<file path="config.mk">
export PLATFORM = sky130hd
export DESIGN_NAME = hsi_regs
export DESIGN_NICKNAME = d
export VERILOG_FILES = /design/src/rtl/hsi_pkg.sv /design/src/rtl/hsi_regs.sv
export SDC_FILE = /design/constraint.sdc
export NUM_CORES = 1
export LEC_CHECK = 0
export BUFFER_PORTS_ARGS = -buffer_cell sky130_fd_sc_hd__buf_2
export CAP_MARGIN = 25
export CORE_MARGIN = 4
export CORE_UTILIZATION = 45
export CTS_BUF_LIST = sky130_fd_sc_hd__clkbuf_8
export DETAILED_ROUTE_END_ITERATION = 8
export GPL_ROUTABILITY_DRIVEN = 0
export GPL_TIMING_DRIVEN = 0
export PLACE_DENSITY = 0.66
export SYNTH_ARGS = -nofsm -noshare
export SYNTH_HDL_FRONTEND = slang
export SYNTH_SLANG_ARGS = --single-unit
</file>
<file path="constraint.sdc">
create_clock -name clock -period 4.7 [get_ports clock]
set_clock_uncertainty 0.15 [all_clocks]
set_input_delay 0.705 -clock clock [delete_from_list [all_inputs] [get_ports clock]]
set_output_delay 0.705 -clock clock [all_outputs]
set_load 0.005 [all_outputs]
</file>
<file path="src/rtl/hsi_pkg.sv">
// hsi_pkg: constants and carrier types for the second data-link
// interrupt enable / signalling status block.
// assumes an 8-bit host register port local to one framer channel.
package hsi_pkg;

   // register offsets within the channel page
   localparam logic [7:0] HDLC_STATUS_OFS   = 8'h16;
   localparam logic [7:0] DL2_IRQ_EN_OFS    = 8'h17;
   localparam logic [7:0] SIG_STATUS_OFS    = 8'h18;
   localparam logic [7:0] SIG_IRQ_EN_OFS    = 8'h19;
   localparam logic [7:0] SIG_CONFIG_OFS    = 8'h1A;

   // reset values
   localparam logic [7:0] DL2_IRQ_EN_RST    = 8'h00;
   localparam logic [7:0] SIG_IRQ_EN_RST    = 8'h00;
   localparam logic [7:0] STATUS_RST        = 8'h00;
   localparam logic [7:0] SIG_CONFIG_RST    = 8'h00;

   // implemented bits of each register
   localparam logic [7:0] HDLC_BITS_MASK    = 8'h7F;
   localparam logic [7:0] SIG_BITS_MASK     = 8'h3F;
   localparam logic [7:0] CONFIG_BITS_MASK  = 8'h03;

   // hdlc status / enable bit positions
   localparam int TX_BEGIN_BIT   = 6;
   localparam int RX_BEGIN_BIT   = 5;
   localparam int TX_DONE_BIT    = 4;
   localparam int RX_DONE_BIT    = 3;
   localparam int FCS_FAIL_BIT   = 2;
   localparam int RX_ABORT_BIT   = 1;
   localparam int RX_IDLE_BIT    = 0;

   // signalling status / enable bit positions
   localparam int SIG_TX_BEGIN_BIT  = 5;
   localparam int SIG_RX_BEGIN_BIT  = 4;
   localparam int SIG_TX_DONE_BIT   = 3;
   localparam int SIG_RX_DONE_BIT   = 2;
   localparam int SIG_CRC_FAIL_BIT  = 1;
   localparam int SIG_OVERSIZE_BIT  = 0;

   // configuration bit positions
   localparam int CFG_THRESH_SEL_BIT = 0;
   localparam int CFG_SIG_MODE_BIT   = 1;

   // thresholds
   localparam logic [6:0] CRC_THRESH_LOW    = 7'h20;
   localparam logic [6:0] CRC_THRESH_HIGH   = 7'h40;
   localparam logic [8:0] MAX_MSG_BYTES     = 9'h114;

   typedef struct packed {
      logic [7:0] addr;
      logic [7:0] wrData;
      logic       wrStrobe;
      logic       rdStrobe;
   } hsi_bus_req_t;

   typedef struct packed {
      logic txBegin;
      logic rxBegin;
      logic txDone;
      logic rxDone;
      logic fcsFail;
      logic rxAbort;
      logic rxIdle;
   } hsi_hdlc_evt_t;

   typedef struct packed {
      logic txBegin;
      logic rxBegin;
      logic txDone;
      logic rxDone;
      logic frameDone;
      logic crcBad;
      logic rxByte;
   } hsi_sig_evt_t;

endpackage

</file>
<file path="src/rtl/hsi_regs.sv">
// hsi_regs: enable, status and config registers of the second data-link
// controller with one level interrupt output.
// assumes event pulses come from hdlc logic on the same clock, one cycle
// each, and a host port that never waits.
//
// Notes on behaviour
// RULE1: enable bit 6 lets a transmit-message-start event interrupt.
// RULE2: enable bit 5 lets a receive-message-start event interrupt.
// RULE3: enable bit 4 lets a transmit-message-done event interrupt.
// RULE4: enable bit 3 lets a receive-message-complete event interrupt.
// RULE5: enable bit 2 lets a frame check sequence error interrupt.
// RULE6: enable bit 1 lets an abort (seven ones in a row) interrupt.
// RULE7: enable bit 0 lets a received idle flag octet interrupt.
// RULE8: enable bits are read/write, 1 permits, and reset to 0.
// RULE9: signalling bit 1 sets when 32 or 64 consecutive bad-crc frames pass.
// RULE10: signalling bit 0 sets when a received message exceeds 276 bytes.
// RULE11: status flags show events since the last read and clear on read.
// RULE12: signalling bits 5..2 flag tx/rx start and end in signalling mode.
// RULE13: a separate signalling enable bit, reset 0, gates the crc failure.
// RULE14: the interrupt is high while any enabled status flag is set.
`timescale 1ns/1ps

module hsi_regs #(
   parameter int CRC_CNT_W  = 7,
   parameter int BYTE_CNT_W = 9
) (
   // clock and reset
   input  wire logic                 clock,
   input  wire logic                 resetn,
   // host register port
   input  wire hsi_pkg::hsi_bus_req_t busReq,
   output logic [7:0]                rdData,
   // event pulses from the hdlc controller
   input  wire hsi_pkg::hsi_hdlc_evt_t hdlcEvt,
   input  wire hsi_pkg::hsi_sig_evt_t  sigEvt,
   // interrupt
   output logic                      irq
);

   logic [7:0]            hdlcIrqEn_r;
   logic [7:0]            sigIrqEn_r;
   logic [7:0]            sigConfig_r;
   logic [7:0]            hdlcStat_r;
   logic [7:0]            sigStat_r;
   logic [7:0]            rdData_r;
   logic [CRC_CNT_W-1:0]  crcCnt_r;
   logic [BYTE_CNT_W-1:0] byteCnt_r;

   logic [7:0]            hdlcSet;
   logic [7:0]            sigSet;
   logic [7:0]            hdlcClr;
   logic [7:0]            sigClr;
   logic                  crcTrip;
   logic                  oversizeTrip;
   logic                  sigMode;
   logic [CRC_CNT_W-1:0]  crcLimit;

   // set beats clear so an event in the clearing cycle survives
   function automatic logic [7:0] flag_next(input logic [7:0] cur,
                                            input logic [7:0] set,
                                            input logic [7:0] clr,
                                            input logic [7:0] keep);
      flag_next = ((cur & ~clr) | set) & keep;
   endfunction

   function automatic logic hit(input hsi_pkg::hsi_bus_req_t r,
                                input logic [7:0] ofs);
      hit = (r.addr == ofs);
   endfunction

   assign sigMode  = sigConfig_r[hsi_pkg::CFG_SIG_MODE_BIT];
   assign crcLimit = sigConfig_r[hsi_pkg::CFG_THRESH_SEL_BIT]
                   ? CRC_CNT_W'(hsi_pkg::CRC_THRESH_HIGH)
                   : CRC_CNT_W'(hsi_pkg::CRC_THRESH_LOW);

   // enable registers
   always_ff @(posedge clock) begin
      if (!resetn) begin
         hdlcIrqEn_r <= hsi_pkg::DL2_IRQ_EN_RST;               // [RULE8]
         sigIrqEn_r  <= hsi_pkg::SIG_IRQ_EN_RST;               // [RULE13]
      end else if (busReq.wrStrobe) begin
         if (hit(busReq, hsi_pkg::DL2_IRQ_EN_OFS)) begin
            hdlcIrqEn_r <= busReq.wrData & hsi_pkg::HDLC_BITS_MASK; // [RULE8]
         end
         if (hit(busReq, hsi_pkg::SIG_IRQ_EN_OFS)) begin
            sigIrqEn_r <= busReq.wrData & hsi_pkg::SIG_BITS_MASK;
         end
      end
   end

   // configuration: threshold select and signalling mode
   always_ff @(posedge clock) begin
      if (!resetn) begin
         sigConfig_r <= hsi_pkg::SIG_CONFIG_RST;
      end else if (busReq.wrStrobe
                   && hit(busReq, hsi_pkg::SIG_CONFIG_OFS)) begin
         sigConfig_r <= busReq.wrData & hsi_pkg::CONFIG_BITS_MASK;
      end
   end

   // consecutive bad-crc frame counter; a good frame restarts it
   assign crcTrip = sigEvt.frameDone && sigEvt.crcBad
                  && (crcCnt_r == crcLimit - CRC_CNT_W'(1));   // [RULE9]

   always_ff @(posedge clock) begin
      if (!resetn) begin
         crcCnt_r <= '0;
      end else if (sigEvt.frameDone) begin
         if (!sigEvt.crcBad || crcTrip) begin
            crcCnt_r <= '0;                                    // [RULE9]
         end else begin
            crcCnt_r <= crcCnt_r + CRC_CNT_W'(1);
         end
      end
   end

   // received byte counter, saturates once past the limit
   assign oversizeTrip = sigEvt.rxByte && !sigEvt.rxBegin
                       && (byteCnt_r == BYTE_CNT_W'(hsi_pkg::MAX_MSG_BYTES));

   always_ff @(posedge clock) begin
      if (!resetn) begin
         byteCnt_r <= '0;
      end else if (sigEvt.rxBegin) begin
         byteCnt_r <= sigEvt.rxByte ? BYTE_CNT_W'(1) : '0;
      end else if (sigEvt.rxByte
                   && byteCnt_r <= BYTE_CNT_W'(hsi_pkg::MAX_MSG_BYTES)) begin
         byteCnt_r <= byteCnt_r + BYTE_CNT_W'(1);              // [RULE10]
      end
   end

   // event to status bit mapping
   always_comb begin
      hdlcSet = '0;
      hdlcSet[hsi_pkg::TX_BEGIN_BIT] = hdlcEvt.txBegin;        // [RULE1]
      hdlcSet[hsi_pkg::RX_BEGIN_BIT] = hdlcEvt.rxBegin;        // [RULE2]
      hdlcSet[hsi_pkg::TX_DONE_BIT]  = hdlcEvt.txDone;         // [RULE3]
      hdlcSet[hsi_pkg::RX_DONE_BIT]  = hdlcEvt.rxDone;         // [RULE4]
      hdlcSet[hsi_pkg::FCS_FAIL_BIT] = hdlcEvt.fcsFail;        // [RULE5]
      hdlcSet[hsi_pkg::RX_ABORT_BIT] = hdlcEvt.rxAbort;        // [RULE6]
      hdlcSet[hsi_pkg::RX_IDLE_BIT]  = hdlcEvt.rxIdle;         // [RULE7]
   end

   always_comb begin
      sigSet = '0;
      sigSet[hsi_pkg::SIG_TX_BEGIN_BIT] = sigMode && sigEvt.txBegin; // [RULE12]
      sigSet[hsi_pkg::SIG_RX_BEGIN_BIT] = sigMode && sigEvt.rxBegin; // [RULE12]
      sigSet[hsi_pkg::SIG_TX_DONE_BIT]  = sigMode && sigEvt.txDone;  // [RULE12]
      sigSet[hsi_pkg::SIG_RX_DONE_BIT]  = sigMode && sigEvt.rxDone;  // [RULE12]
      sigSet[hsi_pkg::SIG_CRC_FAIL_BIT] = crcTrip;                   // [RULE9]
      sigSet[hsi_pkg::SIG_OVERSIZE_BIT] = oversizeTrip;              // [RULE10]
   end

   // clear by read of the register, or by writing ones to it
   always_comb begin
      hdlcClr = '0;
      sigClr  = '0;
      if (busReq.rdStrobe && hit(busReq, hsi_pkg::HDLC_STATUS_OFS)) begin
         hdlcClr = 8'hFF;                                      // [RULE11]
      end
      if (busReq.wrStrobe && hit(busReq, hsi_pkg::HDLC_STATUS_OFS)) begin
         hdlcClr = busReq.wrData;
      end
      if (busReq.rdStrobe && hit(busReq, hsi_pkg::SIG_STATUS_OFS)) begin
         sigClr = 8'hFF;                                       // [RULE11]
      end
      if (busReq.wrStrobe && hit(busReq, hsi_pkg::SIG_STATUS_OFS)) begin
         sigClr = busReq.wrData;
      end
   end

   always_ff @(posedge clock) begin
      if (!resetn) begin
         hdlcStat_r <= hsi_pkg::STATUS_RST;
      end else begin
         hdlcStat_r <= flag_next(hdlcStat_r, hdlcSet, hdlcClr,
                                 hsi_pkg::HDLC_BITS_MASK);     // [RULE11]
      end
   end

   always_ff @(posedge clock) begin
      if (!resetn) begin
         sigStat_r <= hsi_pkg::STATUS_RST;
      end else begin
         sigStat_r <= flag_next(sigStat_r, sigSet, sigClr,
                                hsi_pkg::SIG_BITS_MASK);       // [RULE11]
      end
   end

   // read data one cycle after the strobe; reserved bits read zero
   always_ff @(posedge clock) begin
      if (!resetn) begin
         rdData_r <= '0;
      end else if (busReq.rdStrobe) begin
         unique case (busReq.addr)
            hsi_pkg::HDLC_STATUS_OFS: rdData_r <= hdlcStat_r;
            hsi_pkg::DL2_IRQ_EN_OFS:  rdData_r <= hdlcIrqEn_r;  // [RULE8]
            hsi_pkg::SIG_STATUS_OFS:  rdData_r <= sigStat_r;    // [RULE11]
            hsi_pkg::SIG_IRQ_EN_OFS:  rdData_r <= sigIrqEn_r;
            hsi_pkg::SIG_CONFIG_OFS:  rdData_r <= sigConfig_r;
            default:                  rdData_r <= '0;
         endcase
      end else begin
         rdData_r <= '0;
      end
   end

   assign rdData = rdData_r;

   // registered level output, drops one cycle after the last enabled flag clears
   always_ff @(posedge clock) begin
      if (!resetn) begin
         irq <= 1'b0;
      end else begin
         irq <= |(hdlcStat_r & hdlcIrqEn_r)                   // [RULE14]
              | |(sigStat_r & sigIrqEn_r);                     // [RULE13]
      end
   end

endmodule // hsi_regs

</file>
# After elaboration in Yosys (flattened, before gate mapping)
# Cells that the tools add are included.
[word_totals]
regBits = 53
in_bits = 34
out_inout_bits = 9
word_cells = 62
[op_classes]
add_sub_neg = 3
n_lt_le_gt_ge = 1
n_eq_ne = 7
n_mux = 10
bitwise_logic = 9
n_reduce_logical = 23
[op_table]
columns = ["operator", "count"]
rows = [
  ["$eq A8 B5 Y1 const B", 5],
  ["$pmux W7 S5", 1],
  ["$mux W7", 4],
  ["$mux W9", 2],
  ["$reduce_or A8 Y1", 2],
  ["$and A7 B7 Y7", 2],
  ["$logic_and A1 B1 Y1", 14],
  ["$and A6 B6 Y6", 2],
  ["$mux W6", 2],
  ["$add A9 B1 Y9 const B", 1],
  ["$eq A9 B9 Y1 const B", 1],
  ["$le A9 B9 Y1 const B", 1],
  ["$add A7 B1 Y7 const B", 1],
  ["$eq A7 B7 Y1", 1],
  ["$not A7 Y7", 1],
  ["$or A7 B7 Y7", 1],
  ["$sub A7 B1 Y7 const B", 1],
  ["$not A6 Y6", 1],
  ["$or A6 B6 Y6", 1],
  ["$reduce_and A2 Y1", 3],
  ["$logic_not A1 Y1", 2],
  ["$reduce_bool A2 Y1", 1],
  ["$logic_or A1 B1 Y1", 1],
  ["$mux W1", 1],
  ["$or A1 B1 Y1", 1],
]

# Longest topological paths before layout
[depth]
ltp_word = 7
ltp_mapped = 7
mapped_depth_nobuf = 6

# Worst setup path before layout
# Ideal clock, no wire load.
[synth_path]
path_kind = "in2reg"
start = "input busReq[11] (netlist bit)"
end = "register sigStat_r[2]"
setup_ns = 0.117
arrival_time_ns = 1.803
required_ns = 4.433
slack_ns = 2.630
cell_stages = 5
path_buffers = 1
cell_sequence = "nor3b_2 and4_1 clkbuf_1 nand2_1 a32o_1"
[synth_between]
elab_chain_len = 7
word_cells_on_any_way = 8
cone_classes = "eq/ne: 1; mux: 2; bitwise: 3; reduce/logical: 2"
[synth_rtl]
columns = ["element", "line", "text"]
rows = [
  ["start: declaration", "hsi_regs.sv:31", "input wire hsi_pkg::hsi_bus_req_t busReq,"],
  ["$eq A8 B5 Y1 *", "hsi_regs.sv:68", "hit = (r.addr == ofs);"],
  ["$logic_and A1 B1 Y1", "hsi_regs.sv:164", "if (busReq.rdStrobe && hit(busReq, hsi_pkg::SIG_STATUS_OFS)) begin"],
  ["$mux W6", "hsi_regs.sv:164", ""],
  ["$mux W6 *", "hsi_regs.sv:167", "if (busReq.wrStrobe && hit(busReq, hsi_pkg::SIG_STATUS_OFS)) begin"],
  ["$not A6 Y6 *", "hsi_regs.sv:63", "flag_next = ((cur & ~clr) | set) & keep;"],
  ["$and A6 B6 Y6 *", "hsi_regs.sv:63", ""],
  ["$or A6 B6 Y6 *", "hsi_regs.sv:63", ""],
  ["end signal: assignment", "hsi_regs.sv:183", "sigStat_r <= hsi_pkg::STATUS_RST;"],
  ["end signal: assignment", "hsi_regs.sv:185", "sigStat_r <= flag_next(sigStat_r, sigSet, sigClr,"],
  ["end: declaration", "hsi_regs.sv:44", "logic [7:0] sigStat_r;"],
]
# Every way passes the cells marked *; elsewhere a longest branch is shown, timed or not.
# A chain may end at the register's enable or synchronous reset.

# Final worst setup path
[layout_path]
start = "input busReq[11] (netlist bit)"
end = "register sigIrqEn_r[2]"
[layout_between]
elab_chain_len = 2
[layout_rtl]
columns = ["element", "line", "text"]
rows = [
  ["$eq A8 B5 Y1", "hsi_regs.sv:68", ""],
  ["$reduce_and A2 Y1 (no source line)", "--", ""],
  ["end signal: assignment", "hsi_regs.sv:80", "sigIrqEn_r <= hsi_pkg::SIG_IRQ_EN_RST;"],
  ["end signal: assignment", "hsi_regs.sv:86", "sigIrqEn_r <= busReq.wrData & hsi_pkg::SIG_BITS_MASK;"],
  ["end: declaration", "hsi_regs.sv:41", "logic [7:0] sigIrqEn_r;"],
]
# Every way passes these cells.

==> flow_summary.ini <==
[placed_design]
dp_cells = 370
port_buffers = 39
placed_area_um2 = 2720
dp_hpwl_um = 4330

[grt]
grt_use_total = 0.195
grt_antenna_before_repair = 0
grt_pass1_wl_um = 9860
globalRoute.totalOverflow = 0
grt_pass1_vias = 1978
grt_max_degree = 17

[clock_network]
h-tree-depth = 2
cts_setup_buffers = 0
cts_root_buf = clkbuf_8
cts_sinks = 52
cts_buffers = 5
clk_pin_slew_ps = 100
insertion_delay_ps = 300
ctsLongestPathBuffers = 2
cts_tree = built
hold_buffers = 0
cts.repair.resized = 0

[status]
status = completed

[route]
dr.pass1.iters = 4
vias = 2145
post_drt_wl_per_cell_um = 15.9
viasPerCell = 5.67
drt_iter0_drc = 169
drc = 0
antenna_left = 0
routed_wl_um = 6010

[yosys]
ys_seq_elements = 52
syn_inst = 261
ys.warnings.count = 0
synthesis.nets = 298
ys_async_sr_fraction = 0
syn_area_um2 = 2440
synth-main-ff-cell = dfxtp_1
ys_types = 52
yosysSeqAreaShare = 0.427
syn_avg_cell_area_um2 = 9.34
synth_edf_count = 0

[sta]
setup_viol = 0
relSlewSlack = 0.411
tightest_slew_ps = 871
rsz0062_at_grt = false
finalCritPeriodShare = 0.515
setup_tns_ps = 0
min_period_ps = 2420
fmax_ghz = 0.413
slew_viol_final = 0
finalHoldViolCount = 0

[critical_path]
arrival_ps = 2450
critPathMaxFanout = 10
crit_path_end_kind = flop
path_class = input pin to flop
startpoint_type = input pin
crit_required_ps = 4730

[power]
power.density_nw_per_um2 = 291
finalPower_uw = 825
irDropWorstVdd_mv = 0.139
static-leakage-power_uw = 0.00117

[hold_path]
hold_class = flop to flop

[final_layout]
fin_util = 0.548
antenna_cells = 0
drive_gt1_frac = 0.208
final_nets = 344
design_area_um2 = 2830
final_cells = 378
syn2layout_area_growth_pct = 16.2

[die]
dieArea_um2 = 6660
die_w_um = 81.6
fp.dieH_um = 81.6
initial_utilization = 0.471
rows = 26
core_um2 = 5170
ioPinCount = 43

[flow_run]
drv_cap = 0
kinds of logic after synthesis:
| family | after synthesis | share of synthesized area |
|---|---|---|
| fa+ha+maj | 3 | 0.0154 |
| flops | 52 | 0.427 |
| other cells | 1 | 0.00154 |
| compound gates | 61 | 0.197 |
| simple gates | 98 | 0.217 |
| xor+xnor | 6 | 0.0215 |
| mux | 20 | 0.0847 |
| buf+inv | 20 | 0.0364 |
cells in the mapped netlist (all sizes together) (2+ instances only):
cell type	count	share of area
dfxtp	52	0.43
xor2	5	0.018
nor2b	4	0.010
and2	3	0.0087
a22o	3	0.011
mux2i	15	0.062
or3	3	0.010
nor4	2	0.0051
a22oi	8	0.025
a222oi	2	0.0082
clkbuf	8	0.012
a221oi	4	0.014
nand2	30	0.046
inv	6	0.0092
buf	6	0.015
a31o	2	0.0072
ha	3	0.015
a32o	12	0.049
and4	3	0.011
and3	3	0.0077
mux2	5	0.023
or4	5	0.015
o31ai	6	0.018
nand4	7	0.018
nand3	6	0.012
a41oi	2	0.0072
a21oi	13	0.027
nor2	24	0.037
a31oi	2	0.0051
per-stage QoR:
stage / worst slack (ps) / hold WS, ps
final: 2280 / 337
after global routing: 2240 / 357
after CTS: 2340 / 335
after detailed placement: 2020 / 319
after global placement: 2020 / 319
after floorplan: 2630 / 295
flip-flops by register name, summed over array words and instances (netlist names):
| register | cells |
|---|---|
| byteCnt_r | 9 |
| crcCnt_r | 7 |
| hdlcIrqEn_r | 7 |
| hdlcStat_r | 7 |
| irq | 1 |
| rdData | 7 |
| sigConfig_r | 2 |
| sigIrqEn_r | 6 |
| sigStat_r | 6 |
metal layers:
layer,track usage,vias up,part of all wire
met1,0.272,1010,0.48
li1,-,1068,-
met5,0,-,0
met2,0.311,61,0.46
met4,0.0515,0,0.0085
met3,0.0362,6,0.052
final timing paths:
| check | depth (start not counted) | end | slack, ps | start |
|---|---|---|---|---|
| setup / recovery | 5 | sigIrqEn_r[2] | 2280 | busReq[11] |
| hold / removal | 2 | rdData[5] | 340 | hdlcStat_r[5] |
| setup reg to reg | 7 | byteCnt_r[7] | 2720 | byteCnt_r[0] |
| hold reg to reg | 2 | rdData[5] | 340 | hdlcStat_r[5] |
critical path: stages:
cell,delay [ps]
buf_2,150
nor3b_2,640
nand4_1,580
mux2i_1,330
nor2_1,50
power by group:
group	total, µW	leakage [µW]	switching (µW)	internal, µW
logic	60.3	0.000689	35.0	25.3
registers	455	0.000422	6.98	448
clock network	310	0.0000599	151	159
total	825	0.00117	193	632
layout by cell type, fill, tap and decap left out, types with 4 or more instances in the layout:
cell type,n
nand4_1,7
clkbuf_8,5
clkbuf_1,8
a22oi_1,8
mux2_2,5
mux2i_1,15
nor2b_1,4
nor2_1,24
o31ai_1,6
dfxtp_1,52
nand2_1,30
a221oi_1,4
a32o_1,12
buf_2,41
nand3_1,6
or4_1,5
inv_1,7
a21oi_1,13
xor2_1,5
cell type report:
type                    count  area, µm²
fillers                   503       2340
multi-input cells         189       1310
flip-flops and latches     52       1040
repair buffers             39        195
well taps                  70       87.6
clock buffers               5       68.8
plain buffers              14       66.3
clock inverters             3       42.5
inverters                   6       22.5
No activity file was read; power rests on OpenSTA's default activity.
